## src/dci_pkg.sv

```systemverilog
// Functional notes
// - Trim launch enters diagnostics, starts routine, if permitted.
// - Trim launch: option digit, routine digit, step.
// - Execute runs selected routine, like panel button.
// - Repeat control sets looping; no argument means ON.
// - Repeat query answers looping header plus ON/OFF.
// - Leave diagnostics returns normal; no-op when normal.
// - Advance phase moves running routine to next step.
// - Phase query answers step header plus step number.
// - Abort ends running routine, stays in diagnostics.
// - Sequence select takes option and routine number.
// - Run check executes test, answers status; zero passes.
package dci_pkg;

  // ----------------------------------------------------------------
  // Register map (byte addresses, one word each)
  // ----------------------------------------------------------------
  localparam logic [7:0] CMD_ADDR   = 8'h00; // Command word, write only
  localparam logic [7:0] STAT_ADDR  = 8'h04; // Mode and engine state
  localparam logic [7:0] RESP_ADDR  = 8'h08; // Query answer, read clears valid
  localparam logic [7:0] ISTAT_ADDR = 8'h0C; // Sticky event bits
  localparam logic [7:0] ICLR_ADDR  = 8'h10; // Write one to clear
  localparam logic [7:0] IEN_ADDR   = 8'h14; // Event enables

  // ----------------------------------------------------------------
  // Command word layout
  // ----------------------------------------------------------------
  localparam int OPC_LSB   = 0;  // Opcode field
  localparam int OPC_W     = 4;
  localparam int OPT_LSB   = 4;  // Leading digit: option
  localparam int RTN_LSB   = 8;  // Next digit: routine
  localparam int DIGIT_W   = 4;
  localparam int STEP_LSB  = 12; // Step argument
  localparam int STEP_W    = 8;
  localparam int ARGP_BIT  = 20; // Argument present flag
  localparam int ARGV_BIT  = 21; // ON/OFF argument value

  // Opcodes
  localparam logic [3:0] OP_CAL  = 4'h1; // Trim routine launch
  localparam logic [3:0] OP_GO   = 4'h2; // Execute selected routine
  localparam logic [3:0] OP_LSET = 4'h3; // Repeat test control
  localparam logic [3:0] OP_LQRY = 4'h4; // Repeat test query
  localparam logic [3:0] OP_NORM = 4'h5; // Leave diagnostics
  localparam logic [3:0] OP_STEP = 4'h6; // Advance phase
  localparam logic [3:0] OP_SQRY = 4'h7; // Phase number query
  localparam logic [3:0] OP_STOP = 4'h8; // Abort routine
  localparam logic [3:0] OP_TSEL = 4'h9; // Sequence select
  localparam logic [3:0] OP_TQRY = 4'hA; // Run check query

  // ----------------------------------------------------------------
  // Answer word layout and headers
  // ----------------------------------------------------------------
  localparam int HDR_LSB = 28;
  localparam logic [3:0] HDR_LOOP = 4'h1;
  localparam logic [3:0] HDR_STEP = 4'h2;
  localparam logic [3:0] HDR_TEST = 4'h3;

  // Interrupt event bits
  localparam int NUM_EV  = 3;
  localparam int EV_ERR  = 0; // Command refused
  localparam int EV_RESP = 1; // Answer ready
  localparam int EV_DONE = 2; // Routine finished

  localparam logic [7:0] STEP_ONE = 8'h01;

  typedef enum logic [1:0] { ST_IDLE, ST_RUN, ST_QUERY } dci_state_e;

endpackage

```

## src/dci_irq_if.sv

```systemverilog
`timescale 1ns/1ns
// Carries events and software access between core and interrupt bank
interface dci_irq_if;
  logic [dci_pkg::NUM_EV-1:0] ev_set;   // One-cycle event pulses
  logic [dci_pkg::NUM_EV-1:0] clr_mask; // Clear bits, valid with clr_wr
  logic                       clr_wr;   // Clear register write
  logic                       en_wr;    // Enable register write
  logic [dci_pkg::NUM_EV-1:0] en_data;  // Enable value
  logic [dci_pkg::NUM_EV-1:0] status;   // Sticky status
  logic [dci_pkg::NUM_EV-1:0] enable;   // Current enables

  modport core (output ev_set, clr_mask, clr_wr, en_wr, en_data, input status, enable);
  modport bank (input ev_set, clr_mask, clr_wr, en_wr, en_data, output status, enable);
endinterface

```

## src/dci_sync.sv

```systemverilog
`timescale 1ns/1ns
// Two-stage synchroniser for pin levels
module dci_sync #(
  parameter int W = 1
) (
  // Clock and reset
  input  wire logic         sys_clk,
  input  wire logic         resetn,
  // Data
  input  wire logic [W-1:0] async_in,
  output logic      [W-1:0] sync_out
);
  logic [W-1:0] meta_q; // First stage, read only by second stage

  // ----------------------------------------------------------------
  // Stages
  // ----------------------------------------------------------------
  always_ff @(posedge sys_clk or negedge resetn)
  begin
    if (!resetn)
    begin
      meta_q   <= '0;
      sync_out <= '0;
    end
    else
    begin
      meta_q   <= async_in;
      sync_out <= meta_q;
    end
  end
endmodule // dci_sync

```

## src/dci_irq.sv

```systemverilog
`timescale 1ns/1ns
// Sticky event status, enables and level interrupt
module dci_irq (
  // Clock and reset
  input  wire logic sys_clk,
  input  wire logic resetn,
  // Core side
  dci_irq_if.bank   ifc,
  // Interrupt line
  output logic      irq
);
  logic [dci_pkg::NUM_EV-1:0] stat_q; // Sticky bits
  logic [dci_pkg::NUM_EV-1:0] en_q;   // Enables

  assign ifc.status = stat_q;
  assign ifc.enable = en_q;

  // Set beats clear so an event in the clear cycle is kept
  always_ff @(posedge sys_clk or negedge resetn)
  begin
    if (!resetn)
      stat_q <= '0;
    else if (ifc.clr_wr)
      stat_q <= (stat_q & ~ifc.clr_mask) | ifc.ev_set;
    else
      stat_q <= stat_q | ifc.ev_set;
  end

  // Enable register
  always_ff @(posedge sys_clk or negedge resetn)
  begin
    if (!resetn)
      en_q <= '0;
    else if (ifc.en_wr)
      en_q <= ifc.en_data;
  end

  // Level output from a flop
  always_ff @(posedge sys_clk or negedge resetn)
  begin
    if (!resetn)
      irq <= 1'b0;
    else
      irq <= |(stat_q & en_q);
  end
endmodule // dci_irq

```

## src/dci_core.sv

```systemverilog
// Chosen here: the address map and the strobed register port.
`timescale 1ns/1ns
// Diagnostic command interpreter: command decode, mode flag and
// routine engine control.
module dci_core (
  // Clock and reset
  input  wire logic        sys_clk,
  input  wire logic        resetn,
  // Register port
  input  wire logic [7:0]  bus_addr,
  input  wire logic [31:0] bus_wdata,
  input  wire logic        bus_wr,
  input  wire logic        bus_rd,
  output logic      [31:0] bus_rdata,
  // Pins
  input  wire logic        trim_permit_pin,
  input  wire logic        panel_go_pin,
  // Routine engine
  output logic             rtn_start,
  output logic             rtn_is_test,
  output logic      [3:0]  rtn_option,
  output logic      [3:0]  rtn_routine,
  output logic      [7:0]  rtn_step,
  output logic             rtn_advance,
  output logic             rtn_abort,
  output logic             loop_en,
  output logic             diag_mode,
  input  wire logic        rtn_done,
  input  wire logic [7:0]  rtn_status,
  // Interrupt
  output logic             irq
);

  // ----------------------------------------------------------------
  // Declarations
  // ----------------------------------------------------------------
  logic                   permit;      // Synchronised jumper level
  logic                   panel_lvl;   // Synchronised button level
  logic                   panel_d_q;   // Previous button level
  logic                   panel_rise;  // Button press
  dci_pkg::dci_state_e    state_q;     // Engine tracking state
  logic                   sel_valid_q; // A routine has been selected
  logic                   resp_vld_q;  // Answer waiting to be read
  logic [31:0]            resp_q;      // Answer word
  logic                   cmd_wr;      // Command register written
  logic [3:0]             opc;         // Decoded opcode
  logic [3:0]             arg_opt;     // Option digit
  logic [3:0]             arg_rtn;     // Routine digit
  logic [7:0]             arg_step;    // Step argument
  logic                   do_cal;
  logic                   do_go;
  logic                   do_lset;
  logic                   do_lqry;
  logic                   do_norm;
  logic                   do_step;
  logic                   do_sqry;
  logic                   do_stop;
  logic                   do_tsel;
  logic                   do_tqry;
  logic                   cmd_bad;     // Refused or unknown command
  logic                   launch;      // Start the routine this cycle
  logic                   done_run;    // Engine finished a routine
  logic                   resp_set;    // New answer this cycle
  logic [31:0]            resp_d;      // New answer word

  dci_irq_if irq_bus ();

  // ----------------------------------------------------------------
  // Pin synchronisers
  // ----------------------------------------------------------------
  dci_sync #(.W(2)) u_sync (
    .sys_clk  (sys_clk),
    .resetn   (resetn),
    .async_in ({trim_permit_pin, panel_go_pin}),
    .sync_out ({permit, panel_lvl})
  );

  // Edge detect works on the settled level only
  always_ff @(posedge sys_clk or negedge resetn)
  begin
    if (!resetn)
      panel_d_q <= 1'b0;
    else
      panel_d_q <= panel_lvl;
  end

  assign panel_rise = panel_lvl & ~panel_d_q;

  // ----------------------------------------------------------------
  // Command decode
  // ----------------------------------------------------------------
  assign cmd_wr   = bus_wr && (bus_addr == dci_pkg::CMD_ADDR);
  assign opc      = bus_wdata[dci_pkg::OPC_LSB +: dci_pkg::OPC_W];
  assign arg_opt  = bus_wdata[dci_pkg::OPT_LSB +: dci_pkg::DIGIT_W];
  assign arg_rtn  = bus_wdata[dci_pkg::RTN_LSB +: dci_pkg::DIGIT_W];
  assign arg_step = bus_wdata[dci_pkg::STEP_LSB +: dci_pkg::STEP_W];

  // Acceptance; a pending test answer blocks most commands
  always_comb
  begin
    do_cal  = cmd_wr && (opc == dci_pkg::OP_CAL) && permit
              && (state_q == dci_pkg::ST_IDLE);
    do_go   = (cmd_wr && (opc == dci_pkg::OP_GO) || panel_rise)
              && diag_mode && sel_valid_q
              && (state_q == dci_pkg::ST_IDLE);
    do_lset = cmd_wr && (opc == dci_pkg::OP_LSET);
    do_lqry = cmd_wr && (opc == dci_pkg::OP_LQRY) && (state_q != dci_pkg::ST_QUERY);
    do_norm = cmd_wr && (opc == dci_pkg::OP_NORM) && (state_q != dci_pkg::ST_QUERY);
    do_step = cmd_wr && (opc == dci_pkg::OP_STEP) && (state_q == dci_pkg::ST_RUN);
    do_sqry = cmd_wr && (opc == dci_pkg::OP_SQRY) && (state_q != dci_pkg::ST_QUERY);
    do_stop = cmd_wr && (opc == dci_pkg::OP_STOP) && (state_q != dci_pkg::ST_IDLE);
    do_tsel = cmd_wr && (opc == dci_pkg::OP_TSEL) && (state_q == dci_pkg::ST_IDLE);
    do_tqry = cmd_wr && (opc == dci_pkg::OP_TQRY) && (state_q == dci_pkg::ST_IDLE);
    // Anything written but not taken is reported
    cmd_bad = cmd_wr && !(do_cal || do_lset || do_lqry || do_norm || do_step
              || do_sqry || do_stop || do_tsel || do_tqry
              || ((opc == dci_pkg::OP_GO) && do_go));
  end

  assign launch   = do_cal || do_go || do_tqry;
  assign done_run = rtn_done && (state_q != dci_pkg::ST_IDLE);

  // ----------------------------------------------------------------
  // Diagnostic mode flag
  // ----------------------------------------------------------------
  // Leaving mid-run also aborts; in normal mode a no-op
  always_ff @(posedge sys_clk or negedge resetn)
  begin
    if (!resetn)
      diag_mode <= 1'b0;
    else if (do_cal || do_tsel || do_tqry)
      diag_mode <= 1'b1;
    else if (do_norm)
      diag_mode <= 1'b0;
  end

  // ----------------------------------------------------------------
  // Routine selection
  // ----------------------------------------------------------------
  always_ff @(posedge sys_clk or negedge resetn)
  begin
    if (!resetn)
    begin
      sel_valid_q <= 1'b0;
      rtn_is_test <= 1'b0;
      rtn_option  <= 4'h0;
      rtn_routine <= 4'h0;
    end
    else if (do_cal)
    begin
      // Calibration: option and routine from the first argument
      sel_valid_q <= 1'b1;
      rtn_is_test <= 1'b0;
      rtn_option  <= arg_opt;
      rtn_routine <= arg_rtn;
    end
    else if (do_tsel || do_tqry)
    begin
      // Test sequence shares the option numbering
      sel_valid_q <= 1'b1;
      rtn_is_test <= 1'b1;
      rtn_option  <= arg_opt;
      rtn_routine <= arg_rtn;
    end
  end

  // ----------------------------------------------------------------
  // Step number
  // ----------------------------------------------------------------
  always_ff @(posedge sys_clk or negedge resetn)
  begin
    if (!resetn)
      rtn_step <= 8'h00;
    else if (do_cal)
      rtn_step <= arg_step;
    else if (do_tsel || do_tqry)
      rtn_step <= 8'h00;
    else if (do_step)
      rtn_step <= rtn_step + dci_pkg::STEP_ONE;
  end

  // ----------------------------------------------------------------
  // Looping setting
  // ----------------------------------------------------------------
  always_ff @(posedge sys_clk or negedge resetn)
  begin
    if (!resetn)
      loop_en <= 1'b0;
    else if (do_lset)
      // Missing argument means ON
      loop_en <= !bus_wdata[dci_pkg::ARGP_BIT] || bus_wdata[dci_pkg::ARGV_BIT];
  end

  // ----------------------------------------------------------------
  // Engine tracking state
  // ----------------------------------------------------------------
  always_ff @(posedge sys_clk or negedge resetn)
  begin
    if (!resetn)
      state_q <= dci_pkg::ST_IDLE;
    else
    begin
      case (state_q)
        dci_pkg::ST_IDLE:
        begin
          if (do_tqry)
            state_q <= dci_pkg::ST_QUERY;
          else if (do_cal || do_go)
            state_q <= dci_pkg::ST_RUN;
        end
        dci_pkg::ST_RUN:
        begin
          // Abort and leave take priority over a finish
          if (do_stop || do_norm)
            state_q <= dci_pkg::ST_IDLE;
          else if (done_run && !loop_en)
            state_q <= dci_pkg::ST_IDLE;
        end
        dci_pkg::ST_QUERY:
        begin
          if (do_stop || done_run)
            state_q <= dci_pkg::ST_IDLE;
        end
        default:
          state_q <= dci_pkg::ST_IDLE;
      endcase
    end
  end

  // ----------------------------------------------------------------
  // Engine strobes
  // ----------------------------------------------------------------
  // A looping run restarts on finish unless aborted that cycle
  always_ff @(posedge sys_clk or negedge resetn)
  begin
    if (!resetn)
    begin
      rtn_start   <= 1'b0;
      rtn_advance <= 1'b0;
      rtn_abort   <= 1'b0;
    end
    else
    begin
      rtn_start   <= launch || ((state_q == dci_pkg::ST_RUN) && done_run
                     && loop_en && !do_stop && !do_norm);
      rtn_advance <= do_step;
      rtn_abort   <= do_stop || (do_norm && (state_q == dci_pkg::ST_RUN));
    end
  end

  // ----------------------------------------------------------------
  // Query answers
  // ----------------------------------------------------------------
  always_comb
  begin
    resp_set = 1'b0;
    resp_d   = resp_q;
    if ((state_q == dci_pkg::ST_QUERY) && done_run)
    begin
      resp_set = 1'b1;
      resp_d   = {dci_pkg::HDR_TEST, 20'h00000, rtn_status};
    end
    else if (do_lqry)
    begin
      resp_set = 1'b1;
      resp_d   = {dci_pkg::HDR_LOOP, 27'h0000000, loop_en};
    end
    else if (do_sqry)
    begin
      resp_set = 1'b1;
      resp_d   = {dci_pkg::HDR_STEP, 20'h00000, rtn_step};
    end
  end

  // Answer word
  always_ff @(posedge sys_clk or negedge resetn)
  begin
    if (!resetn)
      resp_q <= 32'h00000000;
    else if (resp_set)
      resp_q <= resp_d;
  end

  // Valid flag: a new answer wins over the read that clears it
  always_ff @(posedge sys_clk or negedge resetn)
  begin
    if (!resetn)
      resp_vld_q <= 1'b0;
    else if (resp_set)
      resp_vld_q <= 1'b1;
    else if (bus_rd && (bus_addr == dci_pkg::RESP_ADDR))
      resp_vld_q <= 1'b0;
  end

  // ----------------------------------------------------------------
  // Interrupt bank
  // ----------------------------------------------------------------
  assign irq_bus.ev_set[dci_pkg::EV_ERR]  = cmd_bad;
  assign irq_bus.ev_set[dci_pkg::EV_RESP] = resp_set;
  assign irq_bus.ev_set[dci_pkg::EV_DONE] = done_run;
  assign irq_bus.clr_wr   = bus_wr && (bus_addr == dci_pkg::ICLR_ADDR);
  assign irq_bus.clr_mask = bus_wdata[dci_pkg::NUM_EV-1:0];
  assign irq_bus.en_wr    = bus_wr && (bus_addr == dci_pkg::IEN_ADDR);
  assign irq_bus.en_data  = bus_wdata[dci_pkg::NUM_EV-1:0];

  dci_irq u_irq (
    .sys_clk (sys_clk),
    .resetn  (resetn),
    .ifc     (irq_bus.bank),
    .irq     (irq)
  );

  // ----------------------------------------------------------------
  // Read data, one cycle after the strobe and zero otherwise
  // ----------------------------------------------------------------
  always_ff @(posedge sys_clk or negedge resetn)
  begin
    if (!resetn)
      bus_rdata <= 32'h00000000;
    else if (bus_rd)
    begin
      case (bus_addr)
        dci_pkg::STAT_ADDR:
          bus_rdata <= {16'h0000, rtn_step, 1'b0, rtn_is_test, permit,
                        resp_vld_q, loop_en, (state_q != dci_pkg::ST_IDLE),
                        sel_valid_q, diag_mode};
        dci_pkg::RESP_ADDR:
          bus_rdata <= resp_q;
        dci_pkg::ISTAT_ADDR:
          bus_rdata <= {29'h00000000, irq_bus.status};
        dci_pkg::IEN_ADDR:
          bus_rdata <= {29'h00000000, irq_bus.enable};
        // Command and clear registers are write only
        default:
          bus_rdata <= 32'h00000000;
      endcase
    end
    else
      bus_rdata <= 32'h00000000;
  end

endmodule // dci_core

```

## config.mk

```make
export PLATFORM = sky130hd
export DESIGN_NAME = dci_core
export DESIGN_NICKNAME = d
export VERILOG_FILES = /design/src/dci_pkg.sv /design/src/dci_irq_if.sv /design/src/dci_sync.sv /design/src/dci_irq.sv /design/src/dci_core.sv
export SDC_FILE = /design/constraint.sdc
export NUM_CORES = 1
export LEC_CHECK = 0
export BUFFER_PORTS_ARGS = -buffer_cell sky130_fd_sc_hd__buf_2
export CAP_MARGIN = 0
export CORE_ASPECT_RATIO = 0.75
export CORE_MARGIN = 2
export CORE_UTILIZATION = 35
export CTS_CLUSTER_SIZE = 16
export DETAILED_ROUTE_END_ITERATION = 16
export GPL_TIMING_DRIVEN = 0
export HOLD_SLACK_MARGIN = 0.03
export PLACE_DENSITY = 0.62
export SLEW_MARGIN = 30
export SYNTH_ARGS = -nofsm -noshare
export SYNTH_HDL_FRONTEND = slang
export SYNTH_SLANG_ARGS = --single-unit
```

## constraint.sdc

```tcl
create_clock -name sys_clk -period 3.5 [get_ports sys_clk]
set_clock_uncertainty 0.05 [all_clocks]
set_input_delay 0.175 -clock sys_clk [delete_from_list [all_inputs] [get_ports sys_clk]]
set_output_delay 0.175 -clock sys_clk [all_outputs]
set_load 0.01 [all_outputs]
```

# Yosys cells after proc, flatten, opt, wreduce, memory -nomap -nowiden

Cells that the tools add are included.

Add/sub/neg operators: 1
Eq/ne operators: 21
Mux-type cells: 29
Bitwise logic cells: 7
Reductions and logical operators: 72

Operators with widths:

| kind                                                | number |
|---|---|
| 2-to-1 mux 32 bit                                   | 4 |
| one-hot mux 32 bit (4 select lines)                 | 1 |
| logical AND 1 bit                                   | 36 |
| 2-to-1 mux 8 bit                                    | 3 |
| logical OR 1 bit                                    | 20 |
| equality test 4 x 3 -> 1 bit, second input constant | 4 |
| equality test 8 x 4 -> 1 bit, second input constant | 2 |
| equality test 8 x 5 -> 1 bit, second input constant | 2 |
| 2-to-1 mux 4 bit                                    | 4 |
| equality test 4 bit, second input constant          | 3 |
| 2-to-1 mux 1 bit                                    | 10 |
| 2-to-1 mux 2 bit                                    | 5 |
| adder 8 x 1 -> 8 bit, second input constant         | 1 |
| equality test 4 x 2 -> 1 bit, second input constant | 2 |
| equality test 8 x 3 -> 1 bit, second input constant | 1 |
| logical NOT 8 bit                                   | 1 |
| nonzero test 2 bit                                  | 4 |
| AND 3 bit                                           | 2 |
| OR 3 bit                                            | 2 |
| one-hot mux 2 bit (3 select lines)                  | 1 |
| nonzero test 3 bit                                  | 2 |
| logical NOT 1 bit                                   | 5 |
| equality test 4 x 1 -> 1 bit, second input constant | 1 |
| != test 2 bit, second input constant                | 2 |
| 12 further kinds                                    | 12 |

Bits in registers: 102
Input port bits: 55
Output and inout bits: 55
Word-level logic and storage cells: 150

# Longest topological paths before layout

Gate-level depths: netlist (run 1).

Depth in word-level cells: 18
Mapped depth: 8
Mapped depth without buffers: 5

# Hierarchy

A second synthesis (run 1) with hierarchy kept.

Cells, all modules: 313
Area, all modules: 3310.7 um2

Modules (own cells, without submodules):

| module   | times used | cells each | area an instance (um2) | seq. area each (um2) |
|---|---|---|---|---|
| dci_core | 1          | 291        | 2954.1                 | 1376.3 |
| dci_irq  | 1          | 18         | 256.5                  | 175.2 |
| dci_sync | 1          | 4          | 100.1                  | 100.1 |

# Worst setup path after synthesis (run 1)

Ideal clock, no wire load.

Path type: reg-to-reg
Start point: register state_q[1]
End point: register rtn_step[5]
Library setup time: 0.125 ns
Arrival time: 1.635 ns
Required time: 3.325 ns
Path slack: 1.690 ns
Stages on the path, launching flop included: 8
Buffers on the path: 2
Clock period less this slack: 1.810 ns
Cells stage by stage: dfrtp_1 -> buf_2 -> nor2_4 -> nand4_2 -> a21oi_4 -> buf_6 -> a2bb2oi_1 -> nor2_1

Cells in the longest elaborated chain, start to end: 5
Elaborated cells between the ends (all ways): 10
Those cells by class: 1 x eq/ne; 2 x mux; 7 x reduce/logical

RTL lines:

| what                                 | RTL line                                          | RTL |
|---|---|---|
| start, declared                      | dci_core.sv:41                                    | `dci_pkg::dci_state_e state_q;` |
| start signal, assigned               | dci_core.sv:200                                   | `state_q <= dci_pkg::ST_IDLE;` |
| start signal, assigned               | dci_core.sv:207                                   | `state_q <= dci_pkg::ST_QUERY;` |
| start signal, assigned               | dci_core.sv:209                                   | `state_q <= dci_pkg::ST_RUN;` |
| logical NOT 2 bit                    | dci_core.sv:102, dci_core.sv:112, dci_core.sv:113 |  |
| logical AND 1 bit (on tied branches) | dci_core.sv:112, dci_core.sv:113                  |  |
| logical OR 1 bit                     | dci_core.sv:176                                   | `else if (do_tsel \|\| do_tqry)` |
| 2-to-1 mux 8 bit                     | dci_core.sv:176                                   |  |
| 2-to-1 mux 8 bit                     | dci_core.sv:174                                   | `else if (do_cal)` |
| end signal, assigned                 | dci_core.sv:175                                   | `rtn_step <= arg_step;` |
| end signal, assigned                 | dci_core.sv:179                                   | `rtn_step <= rtn_step + dci_pkg::STEP_ONE;` |
| end, declared                        | dci_core.sv:23                                    | `output logic [7:0] rtn_step,` |

Parallel ways exist; a longest one is shown, timed or not.
A chain may end at the register's enable or synchronous reset.

# Final worst setup path (run 1)

Start point: register state_q[1]
End point: register rtn_step[1]

Same word-level chain as after synthesis.

==> results.txt, run 1 <==
status -> finished clean
Total Power Consumption -> 0.001737 W
fillers -> 929
Core ar. -> 9542 um^2
YS warnings -> 0
setup ws final -> 1.351 ns
hold_sp -> bus_wdata[17]
Sum Neg Setup Slack -> 0 ns
GRT Util Overall -> 18.15%
crit path cell chain -> buf_2 -> nor2_4 -> nand4_2 -> a21oi_4 -> buf_6 -> a2bb2oi_1 -> nor2_1
crit start category -> flop
initial antenna violation count -> 0
hold path endpoint -> rtn_step[5]
Layout Nets -> 501
Sinks on Clock Net -> 66
Slew @ Worst Pin -> 0.6057 ns
Max Cap Violations -> 0
DR iter-0 viols -> 208
sequential area share after synthesis -> 48.62%
R2R cell count -> 7
WHS Path Cells -> 3
drt total wl -> 9038 um
largest cells by area after synthesis -> dfrtp_1 (49%), mux2_2 (3.6%), buf_4 (3.3%)
critical path fanouts, max -> 10
worst endpoint required time -> 3.66 ns
Top Ports -> 110
vias in the first global route -> 2,867
Post-Synthesis Cells -> 318
Netlist cell types -> 72
Hold Crit Class -> input port to flop
Synth async-reset ratio -> 100.0%
clk_lat worst skew -> 0.33 ns
Tmin final -> 2.149 ns
clk slew on worst S/H paths -> 0.05 ns
most common cell in the netlist -> dfrtp_1
reg2reg end -> rtn_step[1]
number of port buffers -> 83
first-pass GRT wire length -> 14,790 um
final setup vio count -> 0
Std-Cell Rows -> 31
largest net degree at the start of global routing -> 35
area share of the largest cell type after synthesis -> 48.62%
Routed Antenna Nets -> 0
die area -> 10,520 um^2
Buf/Inv on CP -> 2
Synth Flop Type -> dfrtp_1
total grt overflow -> 0
routed len/inst -> 15.56 um
Setup CP Type -> flop to flop
Initial Utilization -> 35.60%
Num CTS Buffers -> 9
leakage -> 2.187 nW
Worst EP arrival -> 2.31 ns
final worst path period share -> 61.41%
fin. max-slew vios -> 0
Setup WS pre-CTS -> 1.333 ns
layout cell share with drive strength beyond 1 -> 34.30%
reg-to-reg slack, setup -> 1.35 ns
mapped cell area -> 3397 um^2
Clock Path Buffers -> 2
VDD IR max -> 253.0 uV
gpl congestion -> 0.8614
P&R area growth vs syn -> 32.27%
Achievable Freq -> 465.3 MHz
Avg Synthesized Cell Area -> 10.68 um^2
Post-synth EDFFs -> 0
Final Hold Viols -> 0
RSZ-0062 raised after global routing -> no
CP peak stage delay -> 0.44 ns
leading area contributor after synthesis -> dfrtp_1
Die X -> 117.8 um
DRC Markers -> 0
max_slew headroom -> 59.58%
synthesis-stage register bit count -> 66
CTS Root Buffer Type -> clkbuf_16
via total after detailed routing -> 2,905
Clock H-tree levels -> 3
TritonRoute pass-1 iters -> 5
Crit-path slowest cell -> a21oi_4
die height -> 89.32 um
n_diodes -> 0
crit-path leading delay family -> compound AO/OA/AOI/OAI gates
drt via density -> 5.000
P per Cell Area -> 386.7 nW/um^2
Critical R2R Launch -> state_q[1]
hpwl dp -> 6637 um
Commonest cells post-synth -> dfrtp_1 (66), nor2_1 (24), nand2_1 (22), buf_4 (15)
Crit. End Element -> flop
TritonCTS clock tree -> done
-- through the flow --
step	hold slack, ns	instances	utilization [%]	area [um^2]
finish	0.04961	581	47.09	4493
detailed placement	0.1097	547	42.43	4049
CTS	0.03902	581	47.09	4493
global placement	0.2337	546	42.20	4026
floorplan	-0.1706	331	-	3446
global route	0.07494	581	47.09	4493
-- worst max-delay path by stage --
stage,startpoint,endpoint,slack (ns),cells after the start
final,state_q[1],rtn_step[1],1.35,7
after global routing,state_q[1],rtn_step[7],1.20,7
after CTS,state_q[1],rtn_step[7],1.33,7
after detailed placement,state_q[1],rtn_step[7],1.33,7
after global placement,state_q[1],rtn_step[5],1.38,7
after floorplan,state_q[1],rtn_step[5],1.69,7
-- area by class of cell --
class | instances | area (um^2) | area share, %
Clock buffer | 12 | 236.5 | 5.263
Tap cell | 132 | 165.2 | 3.676
Inverter | 8 | 30.03 | 0.6683
Clock inverter | 3 | 17.52 | 0.3899
Timing Repair Buffer | 103 | 628.1 | 13.98
Multi-Input combinational cell | 228 | 1556 | 34.64
Sequential cell | 66 | 1652 | 36.76
Buffer | 29 | 207.7 | 4.623
-- flip-flops by register name (all words and copies together), names as in the netlist, 2 cells and up --
signal and count:
resp_q 10, rtn_step 8, rtn_routine 4, u_sync.meta_q 2, bus_rdata 18, u_sync.sync_out 2, rtn_option 4, u_irq.ifc.enable 3
state_q 2, u_irq.ifc.status 3
-- routing by layer --
| layer | up-vias | share of wire (%) | track usage [%] |
|---|---|---|---|
| li1 | 1388 | - | - |
| met1 | 1395 | 47 | 25.15 |
| met2 | 113 | 45 | 27.80 |
| met3 | 9 | 7.3 | 5.612 |
| met4 | 0 | 0.94 | 4.929 |
| met5 | - | 0 | 0 |
-- worst register-to-register path: stages, from the launching register on --
cell       delay [ns]
dfrtp_1          0.37
buf_2            0.19
nor2_4           0.24
nand4_2          0.31
a21oi_4          0.44
buf_6            0.20
a2bb2oi_1        0.19
nor2_1           0.06
-- cell usage in the layout, fill, tap and decap left out, types with 3 or more instances in the layout --
master and n:
buf_2 86, dfrtp_1 66, nor2_1 24, nand2_1 22, dlygate4sd3_1 19, buf_4 16
conb_1 14, and2_1 11, mux2_2 11, a21oi_1 10, clkbuf_16 9, inv_1 8
clkbuf_1 8, o21ai_1 8, and3_1 7, nand4_1 7, nor3_1 7, mux2i_1 7
nand3_1 6, buf_6 5, nand2b_1 5, nor2b_1 5, a2bb2oi_1 5, or2_2 4
a22oi_1 4, a211oi_1 4, nor2_4 3, nor3b_1 3, a32o_1 3, a31oi_1 3
a21o_1 3
-- kinds of logic (layout without fill, tap and decap cells) --
group / Yosys count / count (layout) / synth area share [%]
compound gates: 71 / 71 / 16.02
buf+inv: 37 / 155 / 6.998
flops: 66 / 66 / 48.62
other cells: 1 / 14 / 0.1104
mux: 18 / 18 / 5.709
fa+ha+maj: 1 / 1 / 0.3683
simple gates: 123 / 123 / 21.92
xor+xnor: 1 / 1 / 0.2579
-- power by group --
group / internal (W) / switching [W]
Clock: 0.000472 / 0.000307
Combinational: 0.0000745 / 0.0000801
Sequential: 0.000787 / 0.0000169
-- timing repair --
item                      4_1_cts  5_1_grt
resized for setup               0        0
hold buffers                   19        0
hold endpoints to repair       51        0
buffers inserted                0        0
(Power assumes the default switching activity.)
==> run 2, diff against run 1 <==
--- a/config.mk
+++ b/config.mk
@@ -5,6 +5,7 @@
 export SDC_FILE = /design/constraint.sdc
 export NUM_CORES = 1
 export LEC_CHECK = 0
+export ABC_AREA = 1
 export BUFFER_PORTS_ARGS = -buffer_cell sky130_fd_sc_hd__buf_2
 export CAP_MARGIN = 0
 export CORE_ASPECT_RATIO = 0.75
@@ -14,7 +15,7 @@
 export DETAILED_ROUTE_END_ITERATION = 16
 export GPL_TIMING_DRIVEN = 0
 export HOLD_SLACK_MARGIN = 0.03
-export PLACE_DENSITY = 0.62
+export PLACE_DENSITY = 0.64
 export SLEW_MARGIN = 30
 export SYNTH_ARGS = -nofsm -noshare
 export SYNTH_HDL_FRONTEND = slang
==> constraint.sdc (replaced) <==
create_clock -name sys_clk -period 1.9 [get_ports sys_clk]
set_clock_uncertainty 0.05 [all_clocks]
set_input_delay 0.095 -clock sys_clk [delete_from_list [all_inputs] [get_ports sys_clk]]
set_output_delay 0.095 -clock sys_clk [all_outputs]
set_load 0.01 [all_outputs]
==> run 2 against run 1 <==
Via count rose by 7.7%. Clock power rose by 130%. Die area rose by 1.7%. Routed wire length rose by 0.22%. Sequential cell count did not move. Sequential share of layout area fell by 1.2 points. Largest cell class unchanged.
==> results.txt, run 2 <==
DRC Markers -> 0
Achievable Freq -> 574.7 MHz
Slew @ Worst Pin -> 0.5133 ns
Post-synth EDFFs -> 0
worst endpoint required time -> 2.08 ns
most frequent cells in the layout -> nand2_1 (137), buf_2 (84), dfrtp_1 (66)
TritonRoute pass-1 iters -> 5
Std-Cell Rows -> 31
total grt overflow -> 0
drt total wl -> 9058 um
layout cell share with drive strength beyond 1 -> 29.06%
area share of the largest cell type after synthesis -> 47.76%
max reg flops -> 18
Tmin final -> 1.740 ns
Avg Synthesized Cell Area -> 8.254 um^2
P per Cell Area -> 758.9 nW/um^2
routed len/inst -> 13.20 um
Routed Antenna Nets -> 0
Clock Path Buffers -> 2
YS warnings -> 0
setup ws final -> 0.1598 ns
drt via density -> 4.560
crit path cell chain -> nor2_4 -> inv_2 -> nor2_2 -> o21ai_4 -> nand2_4 -> buf_6 -> nor2_2 -> nand2_1 -> nand2_1
commonest non-fill, non-tap cell in the layout -> nand2_1
most common cell in the netlist -> nand2_1
largest net degree at the start of global routing -> 40
number of port buffers -> 85
die height -> 90.09 um
Setup WS pre-CTS -> 0.1713 ns
setup bufs post-CTS -> 0
CTS Root Buffer Type -> clkbuf_16
leakage -> 2.502 nW
fin. max-slew vios -> 0
TritonCTS clock tree -> done
Core ar. -> 9619 um^2
Sum Neg Setup Slack -> 0 ns
Worst EP arrival -> 1.92 ns
crit start category -> flop
Synth async-reset ratio -> 100.0%
leading area contributor after synthesis -> dfrtp_1
Sinks on Clock Net -> 66
clk slew on worst S/H paths -> 0.06 ns
Synth Flop Type -> dfrtp_1
vias in the first global route -> 3,086
critical path fanouts, max -> 10
CTS Hold Bufs -> 20
Clock H-tree levels -> 3
Commonest cells post-synth -> nand2_1 (137), dfrtp_1 (66), inv_1 (37), nor2_1 (31), nand3_1 (27)
largest cells by area after synthesis -> dfrtp_1 (48%), nand2_1 (15%), inv_1 (4.0%)
final worst path period share -> 91.59%
first-pass GRT wire length -> 15,140 um
synthesis-stage register bit count -> 66
die area -> 10,700 um^2
CP peak stage delay -> 0.43 ns
GRT Util Overall -> 17.98%
gpl congestion -> 0.8781
Final Hold Viols -> 0
Netlist cell types -> 38
final setup vio count -> 0
post-CTS resize count -> 0
Layout Nets -> 605
Top Ports -> 110
clk_lat worst skew -> 0.34 ns
VDD IR max -> 337.3 uV
via total after detailed routing -> 3,128
sequential area share after synthesis -> 47.76%
Setup CP Type -> flop to flop
Num CTS Buffers -> 9
P&R area growth vs syn -> 34.33%
hpwl dp -> 6885 um
RSZ-0062 raised after global routing -> no
Crit-path slowest cell -> dfrtp_1
initial antenna violation count -> 0
mapped cell area -> 3458 um^2
Crit. End Element -> flop
Hold Crit Class -> input port to flop
n_diodes -> 0
status -> finished clean
DR iter-0 viols -> 171
Max Cap Violations -> 0
largest registers -> bus_rdata (18), resp_q (10), rtn_step (8)
max_slew headroom -> 65.65%
Initial Utilization -> 35.95%
Largest Register -> bus_rdata
Post-Synthesis Cells -> 419
Die X -> 118.8 um
-- run 2: changes by cell type in the layout (fill, tap and decap cells not counted), moves of 9 or more --
cell / change
nand3_1: +21
o21ai_0: +15
inv_1: +29
nand2_1: +115
nor2_2: +9
mux2_2: -11
and2_1: -11
-- run 2: routing by layer --
layer / wire [um] / global-route usage (%)
met1: 4509 / 25.09
met2: 3880 / 26.87
met3: 524 / 5.140
met4: 144 / 5.853
met5: 0 / 0
-- run 2: stage by stage --
step	cells	hold WS, ns	area [um^2]	total power, W	utilization (%)
final	686	0.03241	4646	0.003526	48.30
after detailed placement	650	-0.01603	4120	0.001705	42.83
after global placement	649	0.1536	4098	0.001696	42.60
after floorplan	432	-0.2506	3507	0.001589	-
after CTS	686	0.03140	4646	0.003554	48.30
after global routing	686	0.04173	4646	0.003661	48.30
-- run 2: report_power, final --
| group | internal, W | switching [W] | total (W) |
|---|---|---|---|
| Combinational | 0.000113 | 0.000148 | 0.000261 |
| Sequential | 0.00143 | 0.0000169 | 0.00145 |
| Clock | 0.00116 | 0.000657 | 0.00181 |
| Total | 0.00270 | 0.000822 | 0.00353 |
-- run 2: cell families after synthesis --
group,after synthesis,synth area share (%)
XOR/XNOR,4,1.013
buffers and inverters,63,9.008
other,1,0.1084
AO/OA/AOI/OAI,33,5.897
AND/OR/NAND/NOR,251,35.85
flip-flops,66,47.76
adder cells (fa/ha/maj),1,0.3617
-- run 2: area by class of cell --
type	instances	area (um^2)
Inverter	46	172.7
Tap cell	132	165.2
Multi-Input combinational cell	303	1544
Clock buffer	9	225.2
Sequential cell	66	1652
Fill cell	954	4974
Buffer	17	138.9
Clock inverter	7	100.1
Timing Repair Buffer	106	648.1
-- run 2: critical path: cells and delay by family, from the launching register on --
family | cells | cell delay [ns]
simple gates | 6 | 0.73
flops | 1 | 0.43
buf+inv | 2 | 0.30
compound gates | 1 | 0.11
-- run 2: final timing paths --
path,startpoint,end,slack [ns],depth (start not counted)
max,state_q[1],u_irq.ifc.status[0],0.16,9
min,rtn_status[2],resp_q[2],0.03,5
max reg2reg,state_q[1],u_irq.ifc.status[0],0.16,9
min reg2reg,u_sync.meta_q[0],u_sync.sync_out[0],0.30,0
max in group asynchronous,resetn,rtn_start,1.09,3
min in group asynchronous,resetn,bus_rdata[0],0.18,2
